File: src/amcof_pkg.sv
// shared constants and types for the converter mode/format block
package amcof_pkg;
    localparam int DW = 16;
    localparam int SW = 16;
    localparam int HDR = 8;
    localparam int CNT_W = 5;
    localparam int NREG = 5;
    localparam logic [6:0] ADDR_RST = 7'h00;
    localparam logic [6:0] ADDR_PWR = 7'h01;
    localparam logic [6:0] ADDR_TIM = 7'h02;
    localparam logic [6:0] ADDR_DRV = 7'h03;
    localparam logic [6:0] ADDR_FMT = 7'h04;
    localparam int RST_BIT = 7;
    localparam int TIM_DCS = 0;
    localparam int DRV_MODE = 0;
    localparam int DRV_DIS = 2;
    localparam int DRV_TERM = 3;
    localparam int DRV_CUR = 4;
    localparam int FMT_TWOS = 0;
    localparam int FMT_RAND = 1;
    localparam int FMT_ABP = 2;
    localparam int FMT_TP_EN = 3;
    localparam int FMT_TP = 4;
    localparam logic [7:0] REG_RST_VAL = 8'h00;
    localparam logic [1:0] PWR_NORMAL = 2'h0;
    localparam logic [1:0] PWR_NAP2 = 2'h1;
    localparam logic [1:0] PWR_NAP_BOTH = 2'h2;
    localparam logic [1:0] PWR_SLEEP = 2'h3;
    localparam logic [1:0] MODE_CMOS = 2'h0;
    localparam logic [1:0] MODE_LVDS = 2'h2;
    localparam logic [2:0] CUR_3P5 = 3'h0;
    localparam logic [15:0] ODD_MASK = 16'haaaa;
    localparam logic [15:0] CHECK_A = 16'h5555;
    typedef enum logic [1:0] {
        TP_ONES  = 2'b00,
        TP_ZEROS = 2'b01,
        TP_ALT   = 2'b10,
        TP_CHECK = 2'b11
    } amcof_tp_t;
    typedef enum logic [1:0] {
        S_IDLE  = 2'b00,
        S_SHIFT = 2'b01,
        S_DONE  = 2'b10,
        S_HOLD  = 2'b11
    } amcof_sst_t;
endpackage

File: src/amcof_fmt.sv
// per-channel output coding: two's complement, randomizer, alternate polarity, test patterns
`timescale 1ns/1ps
module amcof_fmt (
    input  logic                 [15:0] data,
    input  logic                        ovf,
    input  logic                        twos,
    input  logic                        rnd,
    input  logic                        abp,
    input  logic                        tp_en,
    input  amcof_pkg::amcof_tp_t        tp_sel,
    input  logic                        phase,
    output logic                 [15:0] bits,
    output logic                        ovf_o
);
    always_comb begin
        bits = data;
        ovf_o = ovf;
        if (twos) begin
            bits[amcof_pkg::DW-1] = ~data[amcof_pkg::DW-1];
        end
        // randomizer and polarity flip are applied independently of each other
        if (rnd) begin
            bits[amcof_pkg::DW-1:1] = bits[amcof_pkg::DW-1:1] ^ {(amcof_pkg::DW-1){bits[0]}};
        end
        if (abp) begin
            bits = bits ^ amcof_pkg::ODD_MASK;
        end
        // overflow and even bits untouched by the polarity flip
        if (tp_en) begin
            unique case (tp_sel)
                amcof_pkg::TP_ONES: begin
                    bits = '1;
                    ovf_o = 1'b1;
                end
                amcof_pkg::TP_ZEROS: begin
                    bits = '0;
                    ovf_o = 1'b0;
                end
                amcof_pkg::TP_ALT: begin
                    bits = {amcof_pkg::DW{~phase}};
                    ovf_o = ~phase;
                end
                amcof_pkg::TP_CHECK: begin
                    bits = phase ? ~amcof_pkg::CHECK_A : amcof_pkg::CHECK_A;
                    ovf_o = ~phase;
                end
            endcase
        end
    end
endmodule

File: src/amcof_sync.sv
// two-flop synchroniser for a group of pin inputs
`timescale 1ns/1ps
module amcof_sync #(
    parameter int W = 1
) (
    input  logic         mclk,
    input  logic         rst,
    input  logic         ce,
    input  logic [W-1:0] d,
    output logic [W-1:0] q
);
    typedef struct packed {
        logic [W-1:0] s1;
        logic [W-1:0] s2;
    } amcof_sync_st_t;

    amcof_sync_st_t st_q;
    amcof_sync_st_t st_d;

    // first stage feeds only the second stage
    always_comb begin
        st_d.s1 = d;
        st_d.s2 = st_q.s1;
    end

    always_ff @(posedge mclk) begin
        if (rst) begin
            st_q <= '0;
        end else if (ce) begin
            st_q <= st_d;
        end
    end

    assign q = st_q.s2;
endmodule

File: src/amcof_top.sv
// mode configuration port, power and output-format control for a dual-channel converter
// Notes on behaviour
// - polarity mode inverts odd data bits per channel
// - even bits, overflow, output clock pass unchanged
// - randomizer and polarity flip enable independently
// - polarity enable lives in format register, serial only
// - test patterns: ones, zeros, alternating, checkerboard
// - enabled test pattern overrides all other formatting
// - output disable floats data, overflow and clock
// - channel 1 naps only with channel 2
// - parallel select high makes serial pins static straps
// - parallel chip-select sets duty stabilizer off/on
// - parallel clock pin picks CMOS or LVDS 3.5mA
// - two-bit power code selects run, nap or sleep
// - sample first 16 rising edges, end on select high
// - word is r/w flag, 7 address, 8 data
// - write flag low stores data in register
// - read flag high shifts register out, no store
// - first command is reset via bit 7
// - reset bit clears itself after the reset
`timescale 1ns/1ps
module amcof_top (
    input  logic        mclk,
    input  logic        rst,
    input  logic        ce,
    input  logic        parallel_serial_select,
    input  logic        cs_n,
    input  logic        sck,
    input  logic        sdi,
    input  logic        sdo_i,
    output logic        sdo_o,
    output logic        sdo_oe,
    input  logic        sample_valid,
    input  logic [15:0] ch1_data,
    input  logic        ch1_ovf,
    input  logic [15:0] ch2_data,
    input  logic        ch2_ovf,
    output logic [15:0] ch1_conversion_output_bits,
    output logic        ch1_overflow_flag,
    output logic [15:0] ch2_conversion_output_bits,
    output logic        ch2_overflow_flag,
    output logic        output_data_clock,
    output logic        outputs_enable,
    output logic        dcs_on,
    output logic [1:0]  output_mode,
    output logic [2:0]  lvds_current,
    output logic        lvds_term_on,
    output logic        ch1_nap,
    output logic        ch2_nap,
    output logic        sleep
);
    typedef struct packed {
        amcof_pkg::amcof_sst_t       sst;
        logic                        prev_sck;
        logic                        prev_cs_n;
        logic [amcof_pkg::CNT_W-1:0] cnt;
        logic [amcof_pkg::SW-1:0]    shreg;
        logic [7:0]                  rd_sh;
        logic                        rd_act;
        logic [amcof_pkg::NREG-1:0][7:0] regs;
        logic                        srst;
        logic                        sdo_o;
        logic                        sdo_oe;
        logic [15:0]                 ch1_bits;
        logic                        ch1_ovf;
        logic [15:0]                 ch2_bits;
        logic                        ch2_ovf;
        logic                        out_clk;
        logic                        out_en;
        logic                        tp_phase;
        logic                        dcs_on;
        logic [1:0]                  out_mode;
        logic [2:0]                  lvds_cur;
        logic                        int_term;
        logic                        ch1_nap;
        logic                        ch2_nap;
        logic                        sleep;
    } amcof_st_t;

    amcof_st_t q;
    amcof_st_t d;

    logic [4:0]  pin_s;
    logic        par_s;
    logic        cs_s;
    logic        sck_s;
    logic        sdi_s;
    logic        sdo_s;
    logic        sck_rise;
    logic        sck_fall;
    logic [7:0]  fmt_reg;
    logic [7:0]  drv_reg;
    logic        fmt_twos;
    logic        fmt_rand;
    logic        fmt_abp;
    logic        fmt_tp;
    amcof_pkg::amcof_tp_t fmt_sel;
    logic [15:0] f1_bits;
    logic        f1_ovf;
    logic [15:0] f2_bits;
    logic        f2_ovf;

    // every configuration pin crosses two flops before anything reads it; sample data and sample_valid are read directly
    amcof_sync #(
        .W(5)
    ) u_sync (
        .mclk (mclk),
        .rst  (rst),
        .ce   (ce),
        .d    ({parallel_serial_select, cs_n, sck, sdi, sdo_i}),
        .q    (pin_s)
    );

    assign par_s = pin_s[4];
    assign cs_s = pin_s[3];
    assign sck_s = pin_s[2];
    assign sdi_s = pin_s[1];
    assign sdo_s = pin_s[0];
    assign sck_rise = sck_s & ~q.prev_sck;
    assign sck_fall = ~sck_s & q.prev_sck;

    function automatic logic addr_ok(input logic [6:0] a);
        return a <= amcof_pkg::ADDR_FMT;
    endfunction

    function automatic logic [2:0] addr_idx(input logic [6:0] a);
        return a[2:0];
    endfunction

    // format controls come only from the serial registers; straps cannot set them
    assign fmt_reg = par_s ? 8'h00 : q.regs[addr_idx(amcof_pkg::ADDR_FMT)];
    assign drv_reg = q.regs[addr_idx(amcof_pkg::ADDR_DRV)];
    assign fmt_twos = fmt_reg[amcof_pkg::FMT_TWOS];
    assign fmt_rand = fmt_reg[amcof_pkg::FMT_RAND];
    assign fmt_abp = fmt_reg[amcof_pkg::FMT_ABP];
    assign fmt_tp = fmt_reg[amcof_pkg::FMT_TP_EN];
    assign fmt_sel = amcof_pkg::amcof_tp_t'(fmt_reg[amcof_pkg::FMT_TP+1:amcof_pkg::FMT_TP]);

    amcof_fmt u_fmt1 (
        .data   (ch1_data),
        .ovf    (ch1_ovf),
        .twos   (fmt_twos),
        .rnd    (fmt_rand),
        .abp    (fmt_abp),
        .tp_en  (fmt_tp),
        .tp_sel (fmt_sel),
        .phase  (q.tp_phase),
        .bits   (f1_bits),
        .ovf_o  (f1_ovf)
    );

    amcof_fmt u_fmt2 (
        .data   (ch2_data),
        .ovf    (ch2_ovf),
        .twos   (fmt_twos),
        .rnd    (fmt_rand),
        .abp    (fmt_abp),
        .tp_en  (fmt_tp),
        .tp_sel (fmt_sel),
        .phase  (q.tp_phase),
        .bits   (f2_bits),
        .ovf_o  (f2_ovf)
    );

    always_comb begin
        logic [1:0] pwr;
        logic [6:0] wa;
        pwr = amcof_pkg::PWR_NORMAL;
        wa = q.shreg[14:8];
        d = q;
        d.prev_sck = sck_s;
        d.prev_cs_n = cs_s;
        d.srst = 1'b0;
        d.sdo_o = 1'b0;

        unique case (q.sst)
            amcof_pkg::S_IDLE: begin
                if (!par_s && !cs_s && q.prev_cs_n) begin
                    d.sst = amcof_pkg::S_SHIFT;
                    d.cnt = '0;
                    d.rd_act = 1'b0;
                end
            end
            amcof_pkg::S_SHIFT: begin
                // a short word is dropped without touching the registers
                if (cs_s || par_s) begin
                    d.sst = amcof_pkg::S_IDLE;
                    d.rd_act = 1'b0;
                end else begin
                    if (sck_rise) begin
                        d.shreg = {q.shreg[amcof_pkg::SW-2:0], sdi_s};
                        d.cnt = q.cnt + 5'h01;
                        if (q.cnt == 5'(amcof_pkg::HDR - 1) && q.shreg[6]) begin
                            d.rd_sh = addr_ok({q.shreg[5:0], sdi_s}) ?
                                      q.regs[addr_idx({q.shreg[5:0], sdi_s})] : 8'h00;
                            d.rd_act = 1'b1;
                        end
                        if (q.cnt == 5'(amcof_pkg::SW - 1)) begin
                            d.sst = amcof_pkg::S_DONE;
                        end
                    end
                    // host samples on rising edges, so the next bit goes out on the falling one
                    if (sck_fall && q.rd_act && q.cnt > 5'(amcof_pkg::HDR)) begin
                        d.rd_sh = {q.rd_sh[6:0], 1'b0};
                    end
                end
            end
            amcof_pkg::S_DONE: begin
                d.sst = amcof_pkg::S_HOLD;
                d.rd_act = 1'b0;
                if (!q.shreg[amcof_pkg::SW-1] && addr_ok(wa)) begin
                    d.regs[addr_idx(wa)] = q.shreg[7:0];
                    if (wa == amcof_pkg::ADDR_RST && q.shreg[amcof_pkg::RST_BIT]) begin
                        d.srst = 1'b1;
                    end
                end
            end
            amcof_pkg::S_HOLD: begin
                // edges past the sixteenth are ignored until select rises
                if (cs_s || par_s) begin
                    d.sst = amcof_pkg::S_IDLE;
                end
            end
        endcase

        // reset pulse wipes every register, its own trigger bit included
        if (q.srst) begin
            for (int i = 0; i < amcof_pkg::NREG; i++) begin
                d.regs[i] = amcof_pkg::REG_RST_VAL;
            end
        end

        // open drain: pull low only for a zero bit of a read
        d.sdo_oe = d.rd_act & ~d.rd_sh[7] & ~par_s;

        if (par_s) begin
            d.dcs_on = cs_s;
            d.out_mode = sck_s ? amcof_pkg::MODE_LVDS : amcof_pkg::MODE_CMOS;
            d.lvds_cur = amcof_pkg::CUR_3P5;
            d.int_term = 1'b0;
            d.out_en = 1'b1;
            pwr = {sdi_s, sdo_s};
        end else begin
            d.dcs_on = q.regs[addr_idx(amcof_pkg::ADDR_TIM)][amcof_pkg::TIM_DCS];
            d.out_mode = drv_reg[amcof_pkg::DRV_MODE+1:amcof_pkg::DRV_MODE];
            d.lvds_cur = drv_reg[amcof_pkg::DRV_CUR+2:amcof_pkg::DRV_CUR];
            d.int_term = drv_reg[amcof_pkg::DRV_TERM];
            d.out_en = ~drv_reg[amcof_pkg::DRV_DIS];
            pwr = q.regs[addr_idx(amcof_pkg::ADDR_PWR)][1:0];
            if (q.srst) begin
                pwr = amcof_pkg::PWR_SLEEP;
            end
        end

        // no code exists that naps channel 1 alone
        d.ch2_nap = (pwr == amcof_pkg::PWR_NAP2) || (pwr == amcof_pkg::PWR_NAP_BOTH);
        d.ch1_nap = (pwr == amcof_pkg::PWR_NAP_BOTH);
        d.sleep = (pwr == amcof_pkg::PWR_SLEEP);

        if (sample_valid) begin
            d.ch1_bits = f1_bits;
            d.ch1_ovf = f1_ovf;
            d.ch2_bits = f2_bits;
            d.ch2_ovf = f2_ovf;
            d.tp_phase = ~q.tp_phase;
            d.out_clk = ~q.out_clk;
        end
    end

    always_ff @(posedge mclk) begin
        if (rst) begin
            q <= '0;
        end else if (ce) begin
            q <= d;
        end
    end

    assign sdo_o = q.sdo_o;
    assign sdo_oe = q.sdo_oe;
    assign ch1_conversion_output_bits = q.ch1_bits;
    assign ch1_overflow_flag = q.ch1_ovf;
    assign ch2_conversion_output_bits = q.ch2_bits;
    assign ch2_overflow_flag = q.ch2_ovf;
    assign output_data_clock = q.out_clk;
    assign outputs_enable = q.out_en;
    assign dcs_on = q.dcs_on;
    assign output_mode = q.out_mode;
    assign lvds_current = q.lvds_cur;
    assign lvds_term_on = q.int_term;
    assign ch1_nap = q.ch1_nap;
    assign ch2_nap = q.ch2_nap;
    assign sleep = q.sleep;
endmodule

File: config.mk
export PLATFORM = sky130hd
export DESIGN_NAME = amcof_top
export DESIGN_NICKNAME = d
export VERILOG_FILES = /design/src/amcof_pkg.sv /design/src/amcof_fmt.sv /design/src/amcof_sync.sv /design/src/amcof_top.sv
export SDC_FILE = /design/constraint.sdc
export NUM_CORES = 1
export LEC_CHECK = 0
export BUFFER_PORTS_ARGS = -buffer_cell sky130_fd_sc_hd__buf_2
export CORE_ASPECT_RATIO = 0.5
export CORE_MARGIN = 2
export CORE_UTILIZATION = 30
export CTS_BUF_LIST = sky130_fd_sc_hd__clkbuf_8
export DETAILED_ROUTE_END_ITERATION = 16
export GPL_TIMING_DRIVEN = 0
export PLACE_DENSITY = 0.49
export SKIP_CTS_REPAIR_TIMING = 1
export SYNTH_ARGS = -nofsm -noshare
export SYNTH_HDL_FRONTEND = slang
export SYNTH_SLANG_ARGS = --single-unit
File: constraint.sdc
create_clock -name mclk -period 2.7 [get_ports mclk]
set_input_delay 0.27 -clock mclk [delete_from_list [all_inputs] [get_ports mclk]]
set_output_delay 0.27 -clock mclk [all_outputs]
set_load 0.03 [all_outputs]
Yosys cells after proc, flatten, opt, wreduce, memory -nomap -nowiden
Cells that the tools add are included.

Flip-flop bits (word level): 133. Logic and storage cells: 146.

Add/subtract/negate cells: 1. Magnitude comparators: 6. Equality and inequality tests: 17. Mux-type cells: 45. Bitwise logic cells: 18. Reduce and logical (&&, ||, !) cells: 28.

Operators by type and width (number): 41-bit 2-to-1 mux (2); 16-bit 2-to-1 mux (5); 16-bit one-hot mux with 4 select lines (1); 40-bit bitwise mux (1); 40-bit 2-to-1 mux (1); 8-bit 2-to-1 mux (5); 15-bit 2-to-1 mux (2); 30-bit 2-to-1 mux (1); 15-bit XOR (2); 29-bit 2-to-1 mux (1); 8-bit binary-select mux with 3-bit select (1); 8-bit demux with 3-bit select (1); 2-bit 2-to-1 mux (8); 8-bit inverter (2); 5-bit AND reduction (3); 7-bit by 3-bit less-or-equal comparator with 1-bit output (second input constant) (2); 2-bit equality test (second input constant) (6); 1-bit inverter (10); 5-bit one-hot mux with 2 select lines (1); 2-bit nonzero test (5); 9-bit 2-to-1 mux (1); 1-bit logical AND (8); 3-bit by 4-bit < comparator with 1-bit output (second input constant) (2); 1-bit 2-to-1 mux (8); other kinds (22) (36).

Longest topological paths before layout
Gate-level depths: netlist of run 1.

Word-level depth: 11. Depth in mapped cells: 9. Depth with buffers taken out: 8.

By module
From an unflattened synthesis of run 1, not the netlist that was laid out.

Cells, all modules: 768. Area total of the unflattened synthesis: 6877.8 µm².

By module, submodules not included: amcof_top (times used 1, cells each 644, area an instance 5649.2 µm², seq. area each 2462.4 µm²); amcof_fmt (times used 2, cells each 46, area an instance 437.9 µm², seq. area each 0.0 µm²); amcof_sync (times used 1, cells each 32, area an instance 352.8 µm², seq. area each 200.2 µm²).

Least setup slack after synthesis of run 1
OpenSTA, ideal clock, no wires.

Path kind: register to register. Start point: register u_sync.st_q, in the netlist u_sync.q[4]. End point: register q, in the netlist ch2_nap. Library setup time: 0.128 ns. Arrival: 1.747 ns. Required time: 2.572 ns. Path slack: 0.825 ns. Cell stages (with the launch flop): 8. Path through: dfxtp_1 clkbuf_1 buf_1 buf_1 o21ai_0 ha_1 mux2i_1 nor2_1.

RTL lines: from (decl) (line amcof_sync.sv:17) `amcof_sync_st_t st_q;`; from (signal assigned) (line amcof_sync.sv:30) `st_q <= st_d;`; to (signal assigned) (line amcof_top.sv:272) `q <= '0;`; to (signal assigned) (line amcof_top.sv:274) `q <= d;`; to (decl) (line amcof_top.sv:80) `amcof_st_t q;`.

==> impl_metrics.env, run 1 <==
export IMPL_switching_share_pct=27.1
export IMPL_max_vdd_ir_drop_v=0.000289
export IMPL_layout_commonest_cell="dfxtp_1"
export IMPL_min_period_ps=2410
export IMPL_p_int_uw=3130
export IMPL_root_buffer="clkbuf_8"
export IMPL_p_comb_share_pct=9.6
export IMPL_largest_reg_flops=67
export IMPL_critPathMaxFanout=10
export IMPL_worst_hold_path_type="in2reg"
export IMPL_cp_slowest_cell="dfxtp_1"
export IMPL_endpoint_kind="register"
export IMPL_rows=37
export IMPL_synth_nets=792
export IMPL_grt_overflow=0
export IMPL_worstPathRequired_ps=3010
export IMPL_core_sq_um=20700
export IMPL_cp_arrival_ps=2720
export IMPL_grt_antenna_before_repair=1
export IMPL_fill_cells=2205
export IMPL_synthFlopType="dfxtp_1"
export IMPL_fp_dieW_um=211
export IMPL_setup_tns_ps=0
export IMPL_syn_area_sq_um=6400
export IMPL_drive_gt1_share_pct=21.6
export IMPL_min_path_cells=3
export IMPL_clkTransAtPathRegs_ps=90
export IMPL_fin_crit_sh_pct=89.3
export IMPL_wl_um=19300
export IMPL_final_cells=1138
export IMPL_dieArea_sq_um=22600
export IMPL_vias=5594
export IMPL_htree_levels=4
export IMPL_ys_ff_latch=133
export IMPL_switchingPower_uw=1170
export IMPL_ios=91
export IMPL_cts_sinks=133
export IMPL_detail_route_antenna_nets=0
export IMPL_synth_edf_count=0
export IMPL_slew_headroom_pct=41.9
export IMPL_cts_buffers=17
export IMPL_grt_pass1_wl_um=30600
export IMPL_tightest_slew_ps=871
export IMPL_syn2layout_area_growth_pct=19.1
export IMPL_place_area_sq_um=7190
export IMPL_clkPwrFrac_pct=43.1
export IMPL_max_freq_mhz=415
export IMPL_critPathKind="reg2reg"
export IMPL_finalMaxSlewViolations=0
export IMPL_synth_avg_cell_area_sq_um=8.61
export IMPL_via_per_inst=4.92
export IMPL_final_cell_area_sq_um=7620
export IMPL_cts_tree="done"
export IMPL_drc=0
export IMPL_regMostFlops="q"
export IMPL_max_stage_delay_ps=660
export IMPL_p_leak_uw=0.00301
export IMPL_gp_congestion=0.850
export IMPL_clk_latency_ps=450
export IMPL_hpwl_um=14000
export IMPL_grt_pass1_vias=5522
export IMPL_async_reset_ff_share_pct=0
export IMPL_yosys_warnings=0
export IMPL_firstDrtPassIters=5
export IMPL_fin_util_pct=36.8
export IMPL_drt_wirelength_per_cell_um=17.0
export IMPL_place_inst=1106
export IMPL_hold_violations=0
export IMPL_crit_chain="clkbuf_2 > buf_1 > o21ai_0 > ha_1 > mux2i_1 > nor2_1"
export IMPL_ys_types=63
export IMPL_grt_max_degree=17
export IMPL_ys_seq_area_share_pct=41.6
export IMPL_r2r_cells=6
export IMPL_final_cell_mix="dfxtp_1 (133), nor2_1 (117), buf_2 (92), a21oi_1 (63), mux2i_1 (57)"
export IMPL_pwr_share_seq_pct=47.3
export IMPL_drtIter0Drc=415
export IMPL_port_buffers=89
export IMPL_nets=899
export IMPL_drv_cap=0
export IMPL_crit_path_start_kind="register"
export IMPL_initial_core_util_pct=30.9
export IMPL_clk_path_buf_depth=2
export IMPL_grt_usage_pct=17.7
export IMPL_power_density_nw_per_um2=564
export IMPL_setup_viol=0
export IMPL_fin_skew_ps=16.3
export IMPL_fp_dieH_um=107
export IMPL_grt_setup_unrepaired="false"
export IMPL_status="complete, no violations"
export IMPL_synthesis_instances=744
-- cells in the mapped netlist, types with 4 or more instances --
cell type / count / area share, %
dfxtp_1: 133 / 42
nor2_1: 117 / 6.9
a21oi_1: 63 / 4.9
mux2i_1: 57 / 8.9
nand2_1: 50 / 2.9
o21ai_0: 47 / 3.7
buf_4: 39 / 4.6
clkbuf_1: 34 / 2.0
xnor2_1: 19 / 2.6
xor2_1: 18 / 2.5
nor3_1: 16 / 1.3
nand3_1: 11 / 0.86
a22o_1: 10 / 1.4
inv_1: 10 / 0.59
a211oi_1: 8 / 0.94
and2_1: 8 / 0.78
nand2b_1: 7 / 0.68
buf_1: 6 / 0.35
ha_1: 5 / 0.98
mux2_2: 5 / 0.88
a22oi_1: 4 / 0.47
a311oi_1: 4 / 0.55
and3_1: 4 / 0.39
nand3b_1: 4 / 0.47
nand4_1: 4 / 0.39
nor2b_1: 4 / 0.39
-- cell families after synthesis --
| kind of cell | after synthesis | share of synthesized area [%] |
|---|---|---|
| other | 1 | 0.0586 |
| muxes | 63 | 10.1 |
| DFF | 133 | 41.6 |
| adders and majority gates | 5 | 0.977 |
| AOI/OAI and AO/OA | 168 | 16.4 |
| xor gates and xnor gates | 37 | 5.06 |
| buffers and inverters | 94 | 7.99 |
| and+or+nand+nor | 243 | 17.8 |
-- power groups by stage --
stage	logic, uW	clock network (uW)	registers, uW
2_1_floorplan	265	0	2080
5_1_grt	448	2000	2040
3_3_place_gp	413	0	2080
3_5_place_dp	415	0	2080
4_1_cts	417	1900	2030
6_report	411	1850	2030
-- per-layer routing --
layer  vias up  wire length, um  GRT usage (%)
met3        28              882           3.73
met1      2670             9740           24.7
met2       132             8350           27.6
met4         2              320           5.28
li1       2762                -              -
met5         -               13              0
-- per-stage QoR --
stage | total power (uW) | setup slack, ps | hold slack [ps]
final | 4300 | 290 | 62.8
after global routing | 4490 | 127 | 42.7
after CTS | 4340 | -79.1 | 42.9
after detailed placement | 2490 | -54.1 | 450
after global placement | 2490 | 7.88 | 444
after floorplan | 2350 | 825 | 417
-- cell type report --
cell class	instances	area (sq um)	area share (%)
Inverter	10	37.5	0.492
Multi-Input combinational cell	517	3230	42.4
Clock buffer	19	262	3.43
Timing Repair Buffer	89	445	5.84
Sequential cell	133	2660	34.9
Antenna cell	1	2.50	0.0328
Tap cell	273	342	4.48
Buffer	83	472	6.19
Clock inverter	13	173	2.26
-- critical path: cells and delay by family (launching register included) --
kind            cells  cell delay, ps
buf+inv             2             810
flops               1             660
fa+ha+maj           1             330
compound gates      1             270
mux                 1             130
simple gates        1              60
-- final timing paths --
path,start,endpoint,slack [ps]
max,u_sync.q[4],ch2_nap,290
min,parallel_serial_select,u_sync.st_d[4],60
max reg2reg,u_sync.q[4],ch2_nap,290
min reg2reg,q[61],q[61],460
No activity file was read; power rests on OpenSTA's default activity.
==> run 2: changes to the inputs <==
--- a/config.mk
+++ b/config.mk
@@ -8,11 +8,11 @@
 export BUFFER_PORTS_ARGS = -buffer_cell sky130_fd_sc_hd__buf_2
 export CORE_ASPECT_RATIO = 0.5
 export CORE_MARGIN = 2
-export CORE_UTILIZATION = 30
+export CORE_UTILIZATION = 44
 export CTS_BUF_LIST = sky130_fd_sc_hd__clkbuf_8
 export DETAILED_ROUTE_END_ITERATION = 16
 export GPL_TIMING_DRIVEN = 0
-export PLACE_DENSITY = 0.49
+export PLACE_DENSITY = 0.65
 export SKIP_CTS_REPAIR_TIMING = 1
 export SYNTH_ARGS = -nofsm -noshare
 export SYNTH_HDL_FRONTEND = slang
==> impl_metrics.env, run 2 (same netlist as run 1, synthesis figures left out) <==
export IMPL_cts_tree="done"
export IMPL_drive_gt1_share_pct=21.5
export IMPL_initial_core_util_pct=44.6
export IMPL_port_buffers=89
export IMPL_vias=5684
export IMPL_detail_route_antenna_nets=0
export IMPL_crit_path_start_kind="register"
export IMPL_crit_chain="clkbuf_1 > clkbuf_2 > buf_1 > o21ai_0 > ha_1 > mux2i_1 > nor2_1"
export IMPL_hpwl_um=12900
export IMPL_max_stage_delay_ps=420
export IMPL_slew_headroom_pct=32.2
export IMPL_final_cell_mix="dfxtp_1 (133), nor2_1 (117), buf_2 (92), a21oi_1 (63), mux2i_1 (57)"
export IMPL_place_inst=1031
export IMPL_drv_cap=0
export IMPL_grt_pass1_vias=5062
export IMPL_fp_dieW_um=175
export IMPL_switching_share_pct=26.8
export IMPL_clk_path_buf_depth=2
export IMPL_power_density_nw_per_um2=546
export IMPL_clkPwrFrac_pct=40.3
export IMPL_core_sq_um=14400
export IMPL_setup_viol=0
export IMPL_dieArea_sq_um=15600
export IMPL_grt_setup_unrepaired="false"
export IMPL_p_comb_share_pct=10.0
export IMPL_largest_reg_flops=67
export IMPL_tightest_slew_ps=1020
export IMPL_max_vdd_ir_drop_v=0.000299
export IMPL_pwr_share_seq_pct=49.7
export IMPL_via_per_inst=5.35
export IMPL_final_cells=1063
export IMPL_drtIter0Drc=424
export IMPL_grt_pass1_wl_um=27800
export IMPL_syn2layout_area_growth_pct=16.9
export IMPL_cp_slowest_cell="clkbuf_1"
export IMPL_critPathMaxFanout=10
export IMPL_status="complete, no violations"
export IMPL_p_int_uw=2990
export IMPL_grt_overflow=0
export IMPL_gp_congestion=0.915
export IMPL_num_antenna_cells=0
export IMPL_cp_arrival_ps=2690
export IMPL_critPathKind="reg2reg"
export IMPL_rows=31
export IMPL_ios=91
export IMPL_clkTransAtPathRegs_ps=80
export IMPL_grt_antenna_before_repair=0
export IMPL_root_buffer="clkbuf_8"
export IMPL_p_leak_uw=0.00300
export IMPL_cts_sinks=133
export IMPL_clk_latency_ps=460
export IMPL_cts_buffers=17
export IMPL_setup_tns_ps=0
export IMPL_switchingPower_uw=1090
export IMPL_firstDrtPassIters=7
export IMPL_hold_violations=0
export IMPL_seq_area_sq_um=2660
export IMPL_grt_usage_pct=23.3
export IMPL_drc=0
export IMPL_fill_cells=1366
export IMPL_fin_skew_ps=16.0
export IMPL_layout_commonest_cell="dfxtp_1"
export IMPL_nets=900
export IMPL_worstPathRequired_ps=3020
export IMPL_regMostFlops="q"
export IMPL_multi_input_area_sq_um=3230
export IMPL_grt_max_degree=17
export IMPL_htree_levels=4
export IMPL_finalMaxSlewViolations=0
export IMPL_fin_crit_sh_pct=87.9
export IMPL_endpoint_kind="register"
export IMPL_drt_wirelength_per_cell_um=16.8
export IMPL_min_period_ps=2370
export IMPL_worst_hold_path_type="in2reg"
export IMPL_fp_dieH_um=89.3
export IMPL_wl_um=17800
export IMPL_max_freq_mhz=421
[run 2: path summary, 6_finish.rpt]
check	from	end	slack [ps]	cells past startpoint
max	u_sync.q[4]	ch2_nap	330	7
min	parallel_serial_select	u_sync.st_d[4]	60	3
max reg2reg	u_sync.q[4]	ch2_nap	330	7
min reg2reg	drv_reg[7]	drv_reg[7]	460	2
[run 2: stage by stage]
stage / instance area, sq um / utilization, % / setup WS [ps] / hold WS [ps] / power, uW
2_1_floorplan: 6400 / - / 825 / 417 / 2350
3_3_place_gp: 7100 / 49.5 / 165 / 442 / 2480
3_5_place_dp: 7100 / 49.5 / 112 / 444 / 2490
4_1_cts: 7480 / 52.1 / 98.9 / 54.9 / 4110
5_1_grt: 7480 / 52.1 / 116 / 65.8 / 4240
6_report: 7480 / 52.1 / 327 / 64.5 / 4090
[run 2: cell type report]
cell class | count | area share [%]
Multi-Input combinational cell | 517 | 43.2
Sequential cell | 133 | 35.6
Buffer | 84 | 6.35
Timing Repair Buffer | 89 | 5.95
Clock buffer | 18 | 3.31
Tap cell | 198 | 3.31
Clock inverter | 14 | 1.84
Inverter | 10 | 0.502
[run 2: layer usage]
metal | wire, um | vias up | global-route usage (%)
li1 | - | 2758 | -
met3 | 1360 | 38 | 4.04
met2 | 7580 | 230 | 36.5
met1 | 8530 | 2658 | 32.4
met5 | 0 | - | 0
met4 | 378 | 0 | 9.24
[run 2: worst max-delay path, delay by kind of cell (launching register included)]
kind	cells	cell delay [ps]
AND/OR/NAND/NOR	1	50
flip-flops	1	310
buffers and inverters	3	1200
multiplexers	1	130
AO/OA/AOI/OAI	1	230
adder cells (fa/ha/maj)	1	310
[run 2: power groups by stage]
stage	clock, uW	combinational (uW)	sequential (uW)
after global routing	1760	444	2040
final	1650	410	2030
after floorplan	0	265	2080
after CTS	1670	410	2030
after global placement	0	406	2080
after detailed placement	0	408	2080
==> run 3: changes to the inputs <==
--- a/config.mk
+++ b/config.mk
@@ -8,11 +8,11 @@
 export BUFFER_PORTS_ARGS = -buffer_cell sky130_fd_sc_hd__buf_2
 export CORE_ASPECT_RATIO = 0.5
 export CORE_MARGIN = 2
-export CORE_UTILIZATION = 44
+export CORE_UTILIZATION = 50
 export CTS_BUF_LIST = sky130_fd_sc_hd__clkbuf_8
 export DETAILED_ROUTE_END_ITERATION = 16
 export GPL_TIMING_DRIVEN = 0
-export PLACE_DENSITY = 0.65
+export PLACE_DENSITY = 0.72
 export SKIP_CTS_REPAIR_TIMING = 1
 export SYNTH_ARGS = -nofsm -noshare
 export SYNTH_HDL_FRONTEND = slang
==> impl_metrics.env, run 3 (same netlist as run 1, synthesis figures left out) <==
export IMPL_status="complete, no violations"
export IMPL_m1WireLength_um=8180
export IMPL_nets=900
export IMPL_min_period_ps=2420
export IMPL_ios=91
export IMPL_initial_core_util_pct=50.9
export IMPL_slew_headroom_pct=38.3
export IMPL_clkTransAtPathRegs_ps=80
export IMPL_drv_cap=0
export IMPL_p_leak_uw=0.00301
export IMPL_vias=5745
export IMPL_drt_wirelength_per_cell_um=16.9
export IMPL_grt_max_degree=17
export IMPL_fp_dieH_um=84.0
export IMPL_htree_levels=4
export IMPL_crit_path_start_kind="register"
export IMPL_final_cell_mix="dfxtp_1 (133), nor2_1 (117), buf_2 (92), a21oi_1 (63), mux2i_1 (57)"
export IMPL_grt_overflow=0
export IMPL_reg2reg_slack_ps=280
export IMPL_grt_setup_unrepaired="false"
export IMPL_firstDrtPassIters=5
export IMPL_cp_arrival_ps=2720
export IMPL_cp_slowest_cell="clkbuf_1"
export IMPL_hpwl_um=12600
export IMPL_finalMaxSlewViolations=0
export IMPL_grt_pass1_wl_um=27600
export IMPL_setup_viol=0
export IMPL_largest_reg_flops=67
export IMPL_clk_path_buf_depth=2
export IMPL_rows=29
export IMPL_drive_gt1_share_pct=21.6
export IMPL_detail_route_antenna_nets=0
export IMPL_highest_layer="met5"
export IMPL_crit_chain="clkbuf_1 > clkbuf_2 > buf_1 > o21ai_0 > ha_1 > mux2i_1 > nor2_1"
export IMPL_worstPathRequired_ps=3000
export IMPL_critPathMaxFanout=10
export IMPL_grt_antenna_before_repair=2
export IMPL_port_buffers=89
export IMPL_wl_met2_um=7470
export IMPL_cts_buffers=17
export IMPL_setup_tns_ps=0
export IMPL_fill_cells=1155
export IMPL_max_freq_mhz=413
export IMPL_wl_met3_um=1540
export IMPL_cts_sinks=133
export IMPL_grt_usage_pct=25.9
export IMPL_via_per_inst=5.55
export IMPL_grt_pass1_vias=5393
export IMPL_wl_um=17500
export IMPL_core_sq_um=12600
export IMPL_fp_dieW_um=164
export IMPL_fin_util_pct=59.5
export IMPL_drtIter0Drc=579
export IMPL_syn2layout_area_growth_pct=16.9
export IMPL_fin_crit_sh_pct=89.6
export IMPL_tightest_slew_ps=926
export IMPL_critPathKind="reg2reg"
export IMPL_dieArea_sq_um=13800
export IMPL_endpoint_kind="register"
export IMPL_gp_congestion=0.911
export IMPL_fin_skew_ps=13.8
export IMPL_layout_commonest_cell="dfxtp_1"
export IMPL_max_stage_delay_ps=460
export IMPL_max_vdd_ir_drop_v=0.000287
export IMPL_power_density_nw_per_um2=564
export IMPL_clk_latency_ps=440
export IMPL_drc=0
export IMPL_worst_hold_path_type="in2reg"
export IMPL_cts_tree="done"
export IMPL_root_buffer="clkbuf_8"
export IMPL_regMostFlops="q"
export IMPL_hold_violations=0
[run 3: cell count changes in the layout (fill, tap and decap cells not counted), sizes merged]
cell / delta
inv: +2
bufinv: +1
clkinv: -3
diode: +1
[run 3: critical path: cells and delay by family, from the launching register on]
kind,cells,cell delay [ps]
buffers and inverters,3,1260
DFF,1,310
adders and majority gates,1,310
AOI/OAI and AO/OA,1,220
muxes,1,130
and+or+nand+nor,1,60
[run 3: final cells by class]
cell class | instances | area (sq um) | share of cell area (%)
clock buffers | 18 | 248 | 3.31
diodes | 1 | 2.50 | 0.0334
well taps | 170 | 213 | 2.84
repair buffers | 89 | 445 | 5.95
inverters | 10 | 37.5 | 0.501
clock inverters | 14 | 175 | 2.34
flip-flops and latches | 133 | 2660 | 35.6
plain buffers | 84 | 475 | 6.35
multi-input cells | 517 | 3230 | 43.1
[run 3: layer usage]
metal | vias up | track usage, %
li1 | 2768 | -
met1 | 2684 | 35.0
met2 | 255 | 40.3
met3 | 36 | 5.61
met4 | 2 | 10.2
met5 | - | 0
[run 3: path summary, 6_finish.rpt]
check / start / endpoint / cells after the start
worst max register to register: u_sync.q[4] / ch2_nap / 7
worst min-delay path: cs_n / u_sync.st_d[3] / 3
worst min register to register: q[63] / q[63] / 2
worst max-delay path: u_sync.q[4] / ch2_nap / 7
[run 3: per-stage QoR]
stage / worst slack (ps) / hold slack, ps / std cells / total power [uW] / cell area (sq um)
finish: 281 / 76.4 / 1036 / 4230 / 7490
global route: 93.3 / 81.5 / 1036 / 4370 / 7490
CTS: 88.1 / 66.3 / 1035 / 4240 / 7480
detailed placement: 124 / 446 / 1003 / 2480 / 7060
global placement: 121 / 439 / 1003 / 2480 / 7060
floorplan: 825 / 417 / 744 / 2350 / 6400
[run 3: where the power goes]
part	total [uW]	internal [uW]	leakage, uW	switching [uW]
logic	409	151	0.00173	258
clock network	1780	947	0.000206	837
registers	2030	2010	0.00108	24.6
